`src/pkg/tcp_pkg.sv`:
```
// Shared constants and types of the two-channel PWM timer
package tcp_pkg;

	localparam int unsigned ADDR_W   = 8;
	localparam int unsigned CNT_W    = 16;
	localparam int unsigned PRE_W    = 6;

	// Register byte offsets
	localparam logic [7:0] OFF_TSC  = 8'h00;
	localparam logic [7:0] OFF_CNT  = 8'h04;
	localparam logic [7:0] OFF_MOD  = 8'h08;
	localparam logic [7:0] OFF_C0SC = 8'h0C;
	localparam logic [7:0] OFF_C0V  = 8'h10;
	localparam logic [7:0] OFF_C1SC = 8'h14;
	localparam logic [7:0] OFF_C1V  = 8'h18;

	// timer_status_control fields
	localparam int unsigned TSC_OVF  = 7;
	localparam int unsigned TSC_IE   = 6;
	localparam int unsigned TSC_HALT = 5;
	localparam int unsigned TSC_RST  = 4;
	localparam int unsigned TSC_PS   = 0;

	// chanN_status_control fields
	localparam int unsigned CSC_FLAG = 7;
	localparam int unsigned CSC_IE   = 6;
	localparam int unsigned CSC_MHI  = 5;
	localparam int unsigned CSC_MLO  = 4;
	localparam int unsigned CSC_EHI  = 3;
	localparam int unsigned CSC_ELO  = 2;
	localparam int unsigned CSC_TOV  = 1;
	localparam int unsigned CSC_MAX  = 0;

	// Reset values and encodings
	localparam logic [15:0] MOD_RST   = 16'hFFFF;
	localparam logic [15:0] CVAL_RST  = 16'h0000;
	localparam logic        HALT_RST  = 1'b1;
	localparam logic [2:0]  PS_RST    = 3'h0;
	localparam logic [2:0]  PS_EXT    = 3'h7;
	localparam logic [1:0]  EDGE_TOG  = 2'h1;
	localparam logic [1:0]  EDGE_CLR  = 2'h2;
	localparam logic [1:0]  EDGE_SET  = 2'h3;

	typedef enum logic [2:0] {
		SEL_TSC  = 3'b000,
		SEL_CNT  = 3'b001,
		SEL_MOD  = 3'b010,
		SEL_C0SC = 3'b011,
		SEL_C0V  = 3'b100,
		SEL_C1SC = 3'b101,
		SEL_C1V  = 3'b110,
		SEL_NONE = 3'b111
	} tcp_sel_t;

	typedef struct packed {
		logic       ie;
		logic       mhi;
		logic       mlo;
		logic [1:0] edge_sel;
		logic       tov;
		logic       max;
	} tcp_chcfg_t;

endpackage

```
`src/pkg/tcp_cnt_if.sv`:
```
// Carrier between the register block and the counter
`timescale 1ns/1ps
interface tcp_cnt_if;
	import tcp_pkg::*;
	logic             run;
	logic             clr;
	logic [2:0]       psel;
	logic [CNT_W-1:0] modulo;
	logic             tick;
	logic [CNT_W-1:0] count;
	logic             wrap;

	modport ctl (output run, clr, psel, modulo, input tick, count, wrap);
	modport cnt (input run, clr, psel, modulo, output tick, count, wrap);
endinterface

```
`src/design/tcp_counter.sv`:
```
// Prescaler and 16-bit modulo counter of the timer
`timescale 1ns/1ps
module tcp_counter
	import tcp_pkg::*;
(
	// Clock, reset, enable
	input  wire logic clk,
	input  wire logic rst_n,
	input  wire logic ce,
	// External timer clock pin
	input  wire logic tclk_pin,
	// Register side
	tcp_cnt_if.cnt    cif
);

	typedef struct packed {
		logic             sync1;
		logic             sync2;
		logic             prev;
		logic [PRE_W-1:0] pre;
		logic [CNT_W-1:0] cnt;
	} tcp_cstate_t;

	tcp_cstate_t      s_ff;
	tcp_cstate_t      nxt_s;
	logic             ext_edge;
	logic [PRE_W-1:0] mask;
	logic             tick;
	logic             wrap;

	always_comb begin
		nxt_s = s_ff;
		nxt_s.sync1 = tclk_pin;
		nxt_s.sync2 = s_ff.sync1;
		nxt_s.prev = s_ff.sync2;
		ext_edge = s_ff.sync2 & ~s_ff.prev;
		mask = PRE_W'((7'h01 << cif.psel) - 7'h01);
		if (cif.psel == PS_EXT) begin
			tick = cif.run & ext_edge;
		end else begin
			tick = cif.run & ((s_ff.pre & mask) == mask);
		end
		wrap = tick & (s_ff.cnt == cif.modulo);
		if (cif.clr) begin
			// Counter and prescaler restart from zero, halted or not
			nxt_s.pre = '0;
			nxt_s.cnt = '0;
			tick = 1'b0;
			wrap = 1'b0;
		end else begin
			if (cif.run) begin
				nxt_s.pre = s_ff.pre + PRE_W'(1);
			end
			if (tick) begin
				nxt_s.cnt = wrap ? '0 : s_ff.cnt + CNT_W'(1);
			end
		end
		cif.tick = tick;
		cif.wrap = wrap;
		cif.count = s_ff.cnt;
	end

	always_ff @(posedge clk or negedge rst_n) begin
		if (!rst_n) begin
			s_ff <= '0;
		end else if (ce) begin
			s_ff <= nxt_s;
		end
	end

endmodule

```
`src/design/tcp_timer.sv`:
```
// Two-channel 16-bit PWM timer with APB register access
`timescale 1ns/1ps
module tcp_timer
	import tcp_pkg::*;
(
	// Clock, reset, enable
	input  wire logic              SYS_CLK,
	input  wire logic              RST_N,
	input  wire logic              CLK_EN,
	// APB slave
	input  wire logic [ADDR_W-1:0] PADDR,
	input  wire logic              PSEL,
	input  wire logic              PENABLE,
	input  wire logic              PWRITE,
	input  wire logic [31:0]       PWDATA,
	output logic      [31:0]       PRDATA,
	output logic                   PREADY,
	output logic                   PSLVERR,
	// Low-power modes from system control
	input  wire logic              WAIT_MODE,
	input  wire logic              STOP_MODE,
	// External timer clock pin
	input  wire logic              TCLK_PIN,
	// Channel pins
	output logic                   CH0_PIN_O,
	output logic                   CH0_PIN_OE,
	output logic                   CH1_PIN_O,
	output logic                   CH1_PIN_OE,
	// Interrupt and wake requests
	output logic                   OVF_IRQ,
	output logic                   CH0_IRQ,
	output logic                   CH1_IRQ,
	output logic                   WAKE_REQ
);

	typedef struct packed {
		logic                   halt;
		logic                   ovf_flag;
		logic                   ovf_armed;
		logic                   ovf_ie;
		logic [2:0]             psel;
		logic                   clr;
		logic [15:0]            modulo;
		tcp_chcfg_t [1:0]       cfg;
		logic [1:0]             cflag;
		logic [1:0]             carmed;
		logic [1:0][15:0]       cval;
		logic [1:0]             pin;
		logic                   active;
		logic                   last_wr;
		logic [31:0]            rdata;
		logic                   slverr;
	} tcp_state_t;

	tcp_state_t       s_ff;
	tcp_state_t       nxt_s;
	tcp_sel_t         sel;
	logic             wr;
	logic             rd;
	logic             linked;
	logic [1:0]       drive;
	logic [1:0]       hit;
	logic [15:0]      cmp_val;
	logic [7:0]       wbyte;

	tcp_cnt_if cif ();

	tcp_counter u_counter (
		.clk      (SYS_CLK),
		.rst_n    (RST_N),
		.ce       (CLK_EN),
		.tclk_pin (TCLK_PIN),
		.cif      (cif)
	);

	function automatic tcp_sel_t decode(input logic [ADDR_W-1:0] a);
		case (a)
			OFF_TSC:  decode = SEL_TSC;
			OFF_CNT:  decode = SEL_CNT;
			OFF_MOD:  decode = SEL_MOD;
			OFF_C0SC: decode = SEL_C0SC;
			OFF_C0V:  decode = SEL_C0V;
			OFF_C1SC: decode = SEL_C1SC;
			OFF_C1V:  decode = SEL_C1V;
			default:  decode = SEL_NONE;
		endcase
	endfunction

	// Channel drives its pin in compare mode with an edge action chosen
	function automatic logic out_mode(input tcp_chcfg_t c);
		out_mode = (c.mhi | c.mlo) & (c.edge_sel != 2'h0);
	endfunction

	function automatic logic [7:0] csc_word(input tcp_chcfg_t c,
	                                        input logic f);
		csc_word = {f, c.ie, c.mhi, c.mlo, c.edge_sel, c.tov, c.max};
	endfunction

	assign cif.run = ~s_ff.halt & ~STOP_MODE;
	assign cif.clr = s_ff.clr;
	assign cif.psel = s_ff.psel;
	assign cif.modulo = s_ff.modulo;

	always_comb begin
		nxt_s = s_ff;
		nxt_s.clr = 1'b0;
		sel = decode(PADDR);
		// Registers are out of reach while the CPU waits
		wr = PSEL & PENABLE & PWRITE & ~WAIT_MODE;
		rd = PSEL & PENABLE & ~PWRITE & ~WAIT_MODE;
		linked = s_ff.cfg[0].mhi;
		wbyte = PWDATA[7:0];
		drive = 2'b00;
		hit = 2'b00;
		cmp_val = s_ff.cval[0];

		// Timer status and control
		if (wr && sel == SEL_TSC) begin
			nxt_s.ovf_ie = wbyte[TSC_IE];
			nxt_s.halt = wbyte[TSC_HALT];
			nxt_s.psel = wbyte[TSC_PS +: 3];
			nxt_s.clr = wbyte[TSC_RST];
			if (!wbyte[TSC_OVF] && s_ff.ovf_armed) begin
				nxt_s.ovf_flag = 1'b0;
			end
			nxt_s.ovf_armed = 1'b0;
		end
		if (rd && sel == SEL_TSC && s_ff.ovf_flag) begin
			nxt_s.ovf_armed = 1'b1;
		end
		// A wrap in the clearing cycle keeps the flag and disarms
		if (cif.wrap) begin
			nxt_s.ovf_flag = 1'b1;
			nxt_s.ovf_armed = 1'b0;
		end
		if (wr && sel == SEL_MOD) begin
			nxt_s.modulo = PWDATA[15:0];
		end

		// Which channel steers the linked pair
		if (wr && sel == SEL_C0V) begin
			nxt_s.last_wr = 1'b0;
		end
		if (wr && sel == SEL_C1V) begin
			nxt_s.last_wr = 1'b1;
		end
		if (!linked) begin
			nxt_s.active = 1'b0;
		end else if (cif.wrap) begin
			nxt_s.active = nxt_s.last_wr;
		end

		for (int i = 0; i < 2; i++) begin
			// Channel registers
			if (wr && sel == (i == 0 ? SEL_C0SC : SEL_C1SC)) begin
				nxt_s.cfg[i] = tcp_chcfg_t'(wbyte[6:0]);
				if (!wbyte[CSC_FLAG] && s_ff.carmed[i]) begin
					nxt_s.cflag[i] = 1'b0;
				end
				nxt_s.carmed[i] = 1'b0;
			end
			if (rd && sel == (i == 0 ? SEL_C0SC : SEL_C1SC) &&
			    s_ff.cflag[i]) begin
				nxt_s.carmed[i] = 1'b1;
			end
			// Whole 16-bit word lands at once, no holding stage
			if (wr && sel == (i == 0 ? SEL_C0V : SEL_C1V)) begin
				nxt_s.cval[i] = PWDATA[15:0];
			end

			// Compare and pin action
			drive[i] = out_mode(s_ff.cfg[i]) &
			           ~(i == 1 && linked);
			cmp_val = (i == 0 && linked && s_ff.active) ?
			          s_ff.cval[1] : s_ff.cval[i];
			// Equality only: a value the counter already passed
			// produces no compare this period
			hit[i] = drive[i] & cif.tick &
			         (cif.count == cmp_val);
			if (drive[i] && cif.wrap && s_ff.cfg[i].tov) begin
				if (s_ff.cfg[i].max) begin
					nxt_s.pin[i] =
						(s_ff.cfg[i].edge_sel != EDGE_SET);
				end else begin
					nxt_s.pin[i] = ~s_ff.pin[i];
				end
			end
			// Without wrap toggle a forced level repeats: 0% duty on clear, 100% on set
			if (hit[i] && !(s_ff.cfg[i].max && s_ff.cfg[i].tov)) begin
				case (s_ff.cfg[i].edge_sel)
					EDGE_TOG: nxt_s.pin[i] = ~nxt_s.pin[i];
					EDGE_CLR: nxt_s.pin[i] = 1'b0;
					EDGE_SET: nxt_s.pin[i] = 1'b1;
					default:  nxt_s.pin[i] = nxt_s.pin[i];
				endcase
			end
			if (hit[i]) begin
				nxt_s.cflag[i] = 1'b1;
				nxt_s.carmed[i] = 1'b0;
			end
		end

		// Read data captured in setup so it stands through access
		if (PSEL && !PENABLE) begin
			nxt_s.slverr = (sel == SEL_NONE) | WAIT_MODE;
			case (sel)
				SEL_TSC:  nxt_s.rdata = {24'h000000, s_ff.ovf_flag,
				                         s_ff.ovf_ie, s_ff.halt, 1'b0,
				                         1'b0, s_ff.psel};
				SEL_CNT:  nxt_s.rdata = {16'h0000, cif.count};
				SEL_MOD:  nxt_s.rdata = {16'h0000, s_ff.modulo};
				SEL_C0SC: nxt_s.rdata = {24'h000000,
				                         csc_word(s_ff.cfg[0],
				                                  s_ff.cflag[0])};
				SEL_C0V:  nxt_s.rdata = {16'h0000, s_ff.cval[0]};
				SEL_C1SC: nxt_s.rdata = {24'h000000,
				                         csc_word(s_ff.cfg[1],
				                                  s_ff.cflag[1])};
				SEL_C1V:  nxt_s.rdata = {16'h0000, s_ff.cval[1]};
				default:  nxt_s.rdata = 32'h00000000;
			endcase
			if (WAIT_MODE) begin
				nxt_s.rdata = 32'h00000000;
			end
		end
	end

	always_ff @(posedge SYS_CLK or negedge RST_N) begin
		if (!RST_N) begin
			s_ff <= '0;
			s_ff.halt <= HALT_RST;
			s_ff.psel <= PS_RST;
			s_ff.modulo <= MOD_RST;
			s_ff.cval <= {CVAL_RST, CVAL_RST};
		end else if (CLK_EN) begin
			s_ff <= nxt_s;
		end
	end

	// Zero-wait slave: every access completes in its first cycle
	assign PREADY = 1'b1;
	assign PRDATA = s_ff.rdata;
	assign PSLVERR = s_ff.slverr & PSEL & PENABLE;

	assign CH0_PIN_O = s_ff.pin[0];
	assign CH1_PIN_O = s_ff.pin[1];
	assign CH0_PIN_OE = out_mode(s_ff.cfg[0]);
	// Freed for general-purpose use while channels are linked
	assign CH1_PIN_OE = out_mode(s_ff.cfg[1]) & ~linked;

	assign OVF_IRQ = s_ff.ovf_flag & s_ff.ovf_ie;
	assign CH0_IRQ = s_ff.cflag[0] & s_ff.cfg[0].ie;
	// Channel 1 requests are silenced while its control is unused
	assign CH1_IRQ = s_ff.cflag[1] & s_ff.cfg[1].ie & ~linked;
	assign WAKE_REQ = OVF_IRQ | CH0_IRQ | CH1_IRQ;

endmodule

```
`config.mk`:
```
export PLATFORM = sky130hd
export DESIGN_NAME = tcp_timer
export DESIGN_NICKNAME = d
export VERILOG_FILES = /design/src/pkg/tcp_pkg.sv /design/src/pkg/tcp_cnt_if.sv /design/src/design/tcp_counter.sv /design/src/design/tcp_timer.sv
export SDC_FILE = /design/constraint.sdc
export NUM_CORES = 1
export LEC_CHECK = 0
export BUFFER_PORTS_ARGS = -buffer_cell sky130_fd_sc_hd__buf_2
export CAP_MARGIN = 20
export CORE_AREA = 2 2 129 131
export DETAILED_ROUTE_END_ITERATION = 8
export DIE_AREA = 0 0 131 133
export GPL_TIMING_DRIVEN = 0
export PLACE_DENSITY = 0.65
export SLEW_MARGIN = 10
export SYNTH_ARGS = -nofsm -noshare
export SYNTH_HDL_FRONTEND = slang
export SYNTH_HIERARCHICAL = 1
export SYNTH_SLANG_ARGS = --single-unit
```
`constraint.sdc`:
```
create_clock -name SYS_CLK -period 8.19 [get_ports SYS_CLK]
set_input_delay 0.4095 -clock SYS_CLK [delete_from_list [all_inputs] [get_ports SYS_CLK]]
set_output_delay 0.4095 -clock SYS_CLK [all_outputs]
set_load 0.02 [all_outputs]
```
==> results of run 1 <==
==> final cells by class <==
class | count | share of cell area, %
clock buffers | 23 | 5.89
multi-input cells | 491 | 42.5
repair buffers | 58 | 3.91
well taps | 220 | 3.32
flip-flops and latches | 120 | 36.5
clock inverters | 9 | 1.18
inverters | 9 | 0.407
plain buffers | 75 | 6.31
==> layout by cell type (no fill, tap or decap), types with 4 or more instances in the layout <==
cell type  count
clkinv_2       6
clkbuf_1      13
a31oi_1        6
xnor2_1       21
buf_2         62
mux2i_1       22
buf_4         50
o21ai_0       37
a22o_1         4
mux2_2        69
and3_1         8
o311ai_1       5
nor3_1         6
nor4_1         8
conb_1        17
nand4_1        8
and2_1         7
nand3_1       31
nand3b_1       4
nor2_1        35
clkbuf_16     17
dfrtp_1      103
or2_2          4
a21oi_1       31
xor2_1        25
nand2_1       56
clkbuf_8       6
o22ai_1        5
inv_1          9
o31ai_1        6
nor2b_1        8
dfstp_2       17
nand2b_1       7
==> sequential cells by signal, indices dropped and copies added, names as in the netlist <==
register             flops
u_counter/cif.count     16
cif.psel                 3
cif.modulo              16
u_counter/nxt_s          2
s_ff                    40
u_counter/s_ff           7
PRDATA                  16
linked                   1
CH1_PIN_O                1
cif.clr                  1
cmp_val                 16
CH0_PIN_O                1
==> worst register-to-register path, cell delays in order (launching register included) <==
cell and delay [ps]:
dfrtp_1 500, xor2_1 240, nor4_1 440, nand4_1 280
nor4_1 230, buf_2 240, nand2_1 70, nor4_1 270
mux2i_1 260, o21ai_0 90, mux2_2 270, a21oi_1 130
==> logic make-up after synthesis <==
| group | after synthesis |
|---|---|
| AND/OR/NAND/NOR | 209 |
| AO/OA/AOI/OAI | 123 |
| flip-flops | 120 |
| multiplexers | 94 |
| buffers and inverters | 84 |
| XOR/XNOR | 46 |
| adder cells (fa/ha/maj) | 2 |
| other | 2 |
==> power breakdown <==
group          leakage, nW  internal (mW)  switching, mW  total [mW]
clock network        0.292          0.476          0.263       0.739
logic                 2.14         0.0679         0.0987       0.167
registers             1.57          0.615         0.0276       0.643
==> repair_timing <==
action	CTS	global route
endpoints found under the hold margin	28	0
setup buffers	0	0
endpoints found under the setup margin	0	0
hold buffers	1	0
==> routing by layer <==
| layer | GRT usage, % | up-vias | routed length [um] |
|---|---|---|---|
| li1 | - | 2566 | - |
| met1 | 30.1 | 2697 | 8200 |
| met2 | 35.9 | 194 | 9130 |
| met3 | 4.97 | 36 | 972 |
| met4 | 9.87 | 0 | 610 |
| met5 | 0 | - | 0 |
==> stage by stage <==
| stage | hold WS, ps | area, sq um |
|---|---|---|
| 6_report | 231 | 8290 |
| 5_1_grt | 229 | 8290 |
| 4_1_cts | 219 | 8290 |
| 3_5_place_dp | 335 | 7690 |
| 3_3_place_gp | 464 | 7660 |
| 2_1_floorplan | 114 | 7110 |
==> path summary, 6_finish.rpt <==
kind                                        start                  end  slack (ps)  cells after the start
hold reg to reg                        PRDATA[15]           PRDATA[15]         480                      2
setup reg to reg           u_counter/cif.count[8]            CH1_PIN_O        5100                     11
setup / recovery           u_counter/cif.count[8]            CH1_PIN_O        5100                     11
hold / removal                           TCLK_PIN  u_counter/nxt_s[23]         230                      2
max in group asynchronous                   RST_N        cif.modulo[3]        6950                      3
min in group asynchronous                   RST_N           cmp_val[8]         460                      2
==> run_results.csv, run 1 <==
group,metric,value,unit
timing,rsz0062_at_grt,"no",
yosys,synth-simple-area-share,16.8,%
cts,cts_tree,"done",
global_route,grt_pass1_vias,5395,
timing,setup_tns,0,ps
cts,cts.sink_count,120,
finish,final_cells,1005,
timing,hold_viol,0,
yosys,yosysTopAreaCellShare,36.6,%
timing,setup_slack,5100,ps
routing,wire_per_inst,18.8,um
yosys,synthTopCellsByArea,"dfrtp_1, mux2_2, dfstp_2",
yosys,synth.mux.area_fraction,15.1,%
finish,syn2layout_area_growth,17.6,%
place,dp_slack,4580,ps
yosys,syn_avg_cell_area,10.4,sq um
routing,drc,0,
routing,dr.first_iter.drc_count,314,
global_route,grtUsageTotal,22.8,%
timing,fmax,323,MHz
cts,root_buffer,"clkbuf_16",
worst_setup_path,crit_path_cell_trace,"xor2_1, nor4_1, nand4_1, nor4_1, buf_2, nand2_1, nor4_1, mux2i_1, o21ai_0, mux2_2, a21oi_1",
yosys,synth_commonest_cells,"dfrtp_1, mux2_2, nand2_1",
routing,post_drt_via_cell_ratio,5.47,
timing,fin_skew,8.45,ps
routing,vias,5493,
cts,cts_max_level,4,
yosys,syn_inst,680,
timing,max_slew.worst_pin.slew,814,ps
worst_setup_path,setup.worst_path.end_class,"flop",
run_status,status,"completed",
yosys,synth_area_leader_cell,"dfrtp_1",
worst_setup_path,worstPathArrival,3440,ps
cts,postCtsResizedCells,0,
place,dp_hpwl,13800,um
routing,routed_wl,18900,um
place,placedCellCount,971,
die,dieArea,17400,sq um
worst_setup_path,crit_slowest_cell,"dfrtp_1",
global_route,grt-ovfl-total,0,
yosys,ys_types,76,
global_route,grt_max_degree,85,
place,io_buffers,55,
routing,postRouteAntennaNets,0,
finish,antenna_cells,0,
yosys,ys_async_sr_fraction,100,%
finish,multiInputGateArea,3530,sq um
timing,period_needed,3090,ps
hold_path,hold_class,"input pin to flop",
cts,numCtsBuffers,17,
power,fin_total_pwr,1.55,mW
worst_setup_path,path_max_fanout,8,
die,start_util,43.6,%
die,core_area,16200,sq um
yosys,ys_seq_area_share,42.9,%
power,ir_drop,152,uV
worst_setup_path,critPathMaxStageDelay,500,ps
die,row_count,47,
place,place_congestion,0.889,
worst_setup_path,setup.worst_path.start_class,"flop",
die,fp.dieH,133,um
yosys,synth-edff-count,0,
worst_setup_path,required,8540,ps
yosys,synth_compound_gate_area_share,11.1,%
cts,ctsLongestPathBuffers,2,
run,cap_violations,0,
power,powerDensity,187,nW/um^2
routing,dr.pass1.iters,5,
finish,utilization,51.3,%
worst_setup_path,cpMostUsedCell,"nor4_1",
yosys,synth-xor-area-share,5.71,%
finish,seqCellArea,3020,sq um
yosys,syn_area,7050,sq um
finish,drive_above_1_share,33.4,%
yosys,synth_fa_ha_area_share,0.355,%
yosys,synthMostInstantiatedCell,"dfrtp_1",
yosys,synth_seq_cells,120,
timing,slew_headroom,45.7,%
timing,drv_slew,0,
yosys,synth_flop_cell,"dfrtp_1",
cts,clk_latency,430,ps
worst_setup_path,critical-path-top-delay-family,"simple AND/OR/NAND/NOR gates",
timing,setup_viol,0,
worst_setup_path,crit_type,"flop to flop",
power,p_leak,4.00,nW
cts,clk_pin_slew,50,ps
global_route,antenna_found_initial,0,
worst_setup_path,crit_buf_inv,1,
finish,fin_nets,823,
finish,fillers,1412,
die,io_pins,91,
timing,min_period_over_period,37.8,%
yosys,synth_warnings,6,
die,die_w,131,um
global_route,grt_pass1_wl,29800,um
yosys,synth_top_family_by_area,"simple AND/OR/NAND/NOR gates",
No activity file was read; power rests on OpenSTA's default activity.
==> run 2: changes to the inputs <==
Settings changed: PLACE_DENSITY 0.65 to 0.67.
Clock period 8.19 ns to 2.55 ns, I/O delays scaled along.
==> run_results.csv, run 2 (synthesis results as in run 1) <==
group,metric,value,unit
timing,hold_viol,0,
finish,drive_above_1_share,35.5,%
global_route,grt_pass1_vias,5388,
routing,dr.pass1.iters,5,
power,p_leak,4.07,nW
finish,final_cells,1022,
finish,largest_register_ffs,40,
routing,postRouteAntennaNets,0,
finish,fin_nets,840,
power,ir_drop,503,uV
finish,mostFrequentLayoutCells,"dfrtp_1, mux2_2, buf_2",
timing,fmax,370,MHz
power,powerDensity,578,nW/um^2
timing,fin_skew,7.84,ps
power,internal-power,3.67,mW
global_route,grt_max_degree,72,
power,power_frac_clock,46.7,%
timing,period_needed,2700,ps
worst_setup_path,setup.worst_path.start_class,"flop",
finish,syn2layout_area_growth,21.1,%
die,fp.dieH,133,um
power,p_sw,1.27,mW
hold_path,hold_class,"input pin to flop",
worst_setup_path,setup.worst_path.end_class,"flop",
routing,vias,5586,
global_route,antenna_found_initial,0,
timing,max_slew.worst_pin.slew,816,ps
global_route,grt_pass1_wl,30100,um
worst_setup_path,crit_type,"flop to flop",
timing,rsz0062_at_grt,"yes",
routing,routed_wl,18900,um
run_status,violations,"negative setup slack",
finish,antenna_cells,0,
cts,numCtsBuffers,17,
cts,ctsLongestPathBuffers,2,
routing,drc,0,
worst_setup_path,worstPathArrival,3050,ps
power,p_comb_share,11.6,%
die,io_pins,91,
run_status,status,"finished, violations left",
routing,wire_per_inst,18.5,um
routing,post_drt_via_cell_ratio,5.47,
power,fin_total_pwr,4.94,mW
die,core_area,16200,sq um
cts,clk_latency,420,ps
place,dp_hpwl,13500,um
timing,slew_headroom,45.6,%
place,placedCellCount,971,
timing,min_period_over_period,106,%
worst_setup_path,regToRegSetupSlack,-150,ps
timing,setup_viol,1,
run,cap_violations,0,
timing,finalHoldWorstSlack,15.7,ps
cts,cts_tree,"done",
place,place_congestion,0.914,
global_route,grt-ovfl-total,0,
finish,regMostFlops,"s_ff",
die,row_count,47,
power,switching_share,25.7,%
cts,cts.sink_count,120,
cts,clk_pin_slew,50,ps
finish,utilization,52.8,%
die,die_w,131,um
die,start_util,43.6,%
cts,root_buffer,"clkbuf_16",
timing,setup_slack,-150,ps
worst_setup_path,required,2900,ps
finish,final_common_cell,"dfrtp_1",
power,seq_power_share,41.7,%
place,io_buffers,55,
routing,dr.first_iter.drc_count,533,
timing,drv_slew,0,
die,dieArea,17400,sq um
cts,cts_max_level,4,
worst_setup_path,path_max_fanout,3,
global_route,grtUsageTotal,22.7,%
-- run 2: worst paths after layout --
| path | endpoint | start | cells past startpoint |
|---|---|---|---|
| max in group asynchronous | cif.modulo[15] | RST_N | 3 |
| worst max-delay path | CH1_PIN_O | u_counter/cif.count[7] | 12 |
| min in group asynchronous | s_ff[71] | RST_N | 2 |
| worst min register to register | PRDATA[13] | PRDATA[13] | 2 |
| worst min-delay path | s_ff[77] | PWDATA[4] | 2 |
| worst max register to register | CH1_PIN_O | u_counter/cif.count[7] | 12 |
-- run 2: power groups by stage --
stage | Clock [mW] | Combinational (mW) | Sequential (mW)
after floorplan | 0 | 0.357 | 2.07
after global placement | 0 | 0.512 | 2.09
after global routing | 2.42 | 0.628 | 2.08
final | 2.31 | 0.571 | 2.06
after CTS | 2.34 | 0.556 | 2.06
after detailed placement | 0 | 0.530 | 2.09
-- run 2: layout make-up --
| class | instances | area, sq um |
|---|---|---|
| fill | 1415 | 7630 |
| multi-input combinational | 491 | 3630 |
| sequential | 120 | 3030 |
| buffer | 75 | 529 |
| timing repair buffer | 75 | 480 |
| clock buffer | 23 | 458 |
| tap | 220 | 275 |
| clock inverter | 9 | 100 |
| inverter | 9 | 33.8 |
-- run 2: through the flow --
stage	setup slack [ps]	cell area [sq um]	setup TNS [ps]
3_5_place_dp	-636	7710	-1810
4_1_cts	-200	8430	-200
3_3_place_gp	-542	7670	-23640
5_1_grt	-331	8540	-352
2_1_floorplan	41.2	7120	0
6_report	-150	8540	-150
-- run 2: per-layer routing --
layer	GRT usage (%)	wire length [um]	up-vias
met4	8.51	501	0
met3	4.41	1060	34
li1	-	-	2607
met1	31.0	8290	2744
met5	0	0	-
met2	35.8	9080	201
-- run 2: critical path, cell delays in order (launching register included) --
cell     delay (ps)
dfrtp_1         400
buf_6           130
xor2_1          160
nor4_2          330
nand4_1         150
buf_6           160
nor4_4          200
nand2_1         110
nor4_2          260
mux2i_1         260
o21ai_1          90
mux2_4          270
a21oi_2         100
-- run 2: repair_timing --
| action | CTS | global route |
|---|---|---|
| gates resized for setup | 7 | 19 |
| endpoints found under the hold margin | 66 | 0 |
| pin swaps | 4 | 12 |
| setup endpoints to repair | 4 | 5 |
| buffers inserted | 3 | 7 |
| hold buffers | 10 | 0 |
==> run 3: changes to the inputs <==
Settings changed: PLACE_DENSITY 0.67 to 0.65.
Clock period 2.55 ns to 2.8 ns, I/O delays scaled along.
==> run_results.csv, run 3 (synthesis results as in run 1) <==
group,metric,value,unit
hold_path,hold_class,"input pin to flop",
cts,clk_pin_slew,50,ps
power,power_frac_clock,47.4,%
routing,wire_per_inst,18.7,um
worst_setup_path,crit_type,"flop to flop",
routing,vias,5585,
finish,syn2layout_area_growth,20.3,%
worst_setup_path,required,3150,ps
routing,postRouteAntennaNets,0,
worst_setup_path,crit_path_cell_trace,"or3b_1, o221ai_2, a21oi_2, nor3_4, nand4_1, nor4_1, nand3_1, mux2_2, a21oi_1",
power,powerDensity,536,nW/um^2
worst_setup_path,r2r-start,"cif.psel[1]",
cts,cts_max_level,4,
routing,dr.pass1.iters,6,
worst_setup_path,critical-path-top-delay-family,"simple AND/OR/NAND/NOR gates",
worst_setup_path,critPathMaxStageDelay,480,ps
run,cap_violations,0,
run_status,status,"completed",
worst_setup_path,setup.worst_path.start_class,"flop",
cts,ctsLongestPathBuffers,2,
global_route,grt-ovfl-total,0,
finish,regMostFlops,"s_ff",
worst_setup_path,crit_buf_inv,0,
place,dp_hpwl,13800,um
routing,post_drt_via_cell_ratio,5.48,
die,io_pins,91,
routing,drc,0,
cts,numCtsBuffers,17,
finish,antenna_cells,0,
finish,largest_register_ffs,40,
worst_setup_path,setup.worst_path.end_class,"flop",
timing,rsz0062_at_grt,"yes",
finish,mostFrequentLayoutCells,"dfrtp_1, mux2_2, buf_2",
global_route,grt_pass1_vias,5436,
timing,period_needed,2770,ps
global_route,antenna_found_initial,0,
hold_path,worst_hold_path.endpoint,"cif.modulo[4]",
finish,final_common_cell,"dfrtp_1",
worst_setup_path,reg2reg_depth,9,
worst_setup_path,regToRegSetupSlack,30,ps
timing,max_slew.worst_pin.slew,808,ps
finish,fin_nets,838,
power,seq_power_share,41.4,%
worst_setup_path,reg2reg_to,"CH1_PIN_O",
cts,cts_tree,"done",
die,fp.dieH,133,um
global_route,grt_max_degree,85,
timing,slew_headroom,46.1,%
place,place_congestion,0.889,
global_route,grt_pass1_wl,30000,um
power,p_sw,1.14,mW
timing,drv_slew,0,
power,switching_share,25.1,%
timing,fmax,361,MHz
die,row_count,47,
routing,dr.first_iter.drc_count,353,
timing,finalHoldWorstSlack,27.2,ps
routing,routed_wl,19100,um
cts,clk_latency,430,ps
power,ir_drop,446,uV
die,die_w,131,um
finish,drive_above_1_share,34.8,%
global_route,grtUsageTotal,22.9,%
worst_setup_path,path_max_fanout,9,
timing,fin_skew,8.53,ps
die,start_util,43.6,%
hold_path,hp-start,"PWDATA[4]",
die,dieArea,17400,sq um
power,p_leak,4.07,nW
power,internal-power,3.41,mW
worst_setup_path,worstPathArrival,3120,ps
cts,cts.sink_count,120,
power,fin_total_pwr,4.55,mW
timing,hold_viol,0,
power,p_comb_share,11.2,%
place,io_buffers,55,
worst_setup_path,crit_slowest_cell,"dfrtp_1",
die,core_area,16200,sq um
timing,min_period_over_period,99.0,%
cts,root_buffer,"clkbuf_16",
timing,setup_viol,0,
hold_path,hold_depth,2,
[run 3: per-layer routing]
metal / GRT usage (%) / share of wire, % / vias to the layer above
met5: 0 / 0 / -
met4: 10.0 / 3.4 / 0
met3: 4.65 / 5.5 / 44
met2: 36.0 / 48 / 218
met1: 30.4 / 43 / 2721
li1: - / - / 2602
[run 3: cell type report]
cell class / count / area (sq um)
Timing Repair Buffer: 73 / 462
Fill cell: 1385 / 7690
Inverter: 9 / 33.8
Multi-Input combinational cell: 491 / 3580
Tap cell: 220 / 275
Sequential cell: 120 / 3030
Buffer: 75 / 523
Clock buffer: 23 / 488
Clock inverter: 9 / 97.6
[run 3: power by group through the flow]
| stage | combinational [mW] | clock [mW] | sequential [mW] |
|---|---|---|---|
| floorplan | 0.324 | 0 | 1.89 |
| global route | 0.561 | 2.29 | 1.89 |
| detailed placement | 0.485 | 0 | 1.91 |
| finish | 0.511 | 2.16 | 1.88 |
| global placement | 0.466 | 0 | 1.90 |
| CTS | 0.506 | 2.19 | 1.88 |
[run 3: worst reg2reg max path: cells and delay by family, from the launching register on]
| kind | cells | cell delay, ps |
|---|---|---|
| flops | 1 | 480 |
| mux | 1 | 300 |
| simple gates | 5 | 1550 |
| compound gates | 3 | 380 |
[run 3: per-stage QoR]
step | setup TNS, ps | util (%) | instances | instance area [sq um] | setup WS [ps]
global route | -112 | 52.5 | 1020 | 8480 | -112
finish | 0 | 52.5 | 1020 | 8480 | 27.8
floorplan | 0 | - | 695 | 7110 | 74.5
global placement | -1330 | 47.4 | 970 | 7660 | -792
CTS | 0 | 52.2 | 1016 | 8450 | 8.81
detailed placement | -1410 | 47.6 | 971 | 7690 | -809
[run 3: worst max-delay path by stage]
stage	depth (start not counted)	endpoint	slack, ps	startpoint
after floorplan	11	CH1_PIN_O	70	u_counter/cif.count[4]
after global placement	10	CH1_PIN_O	-790	u_counter/cif.count[8]
after detailed placement	10	CH1_PIN_O	-810	u_counter/cif.count[8]
after CTS	11	CH1_PIN_O	9	u_counter/cif.count[12]
after global routing	11	CH1_PIN_O	-110	u_counter/cif.count[8]
final	9	CH1_PIN_O	30	cif.psel[1]
[run 3: repair_timing]
action                     4_1_cts  5_1_grt
hold buffers                    10        0
gates resized for setup          7        5
setup endpoints to repair        3        3
hold endpoints to repair        60        0
pin swaps                        3        3
buffers inserted                 3        4
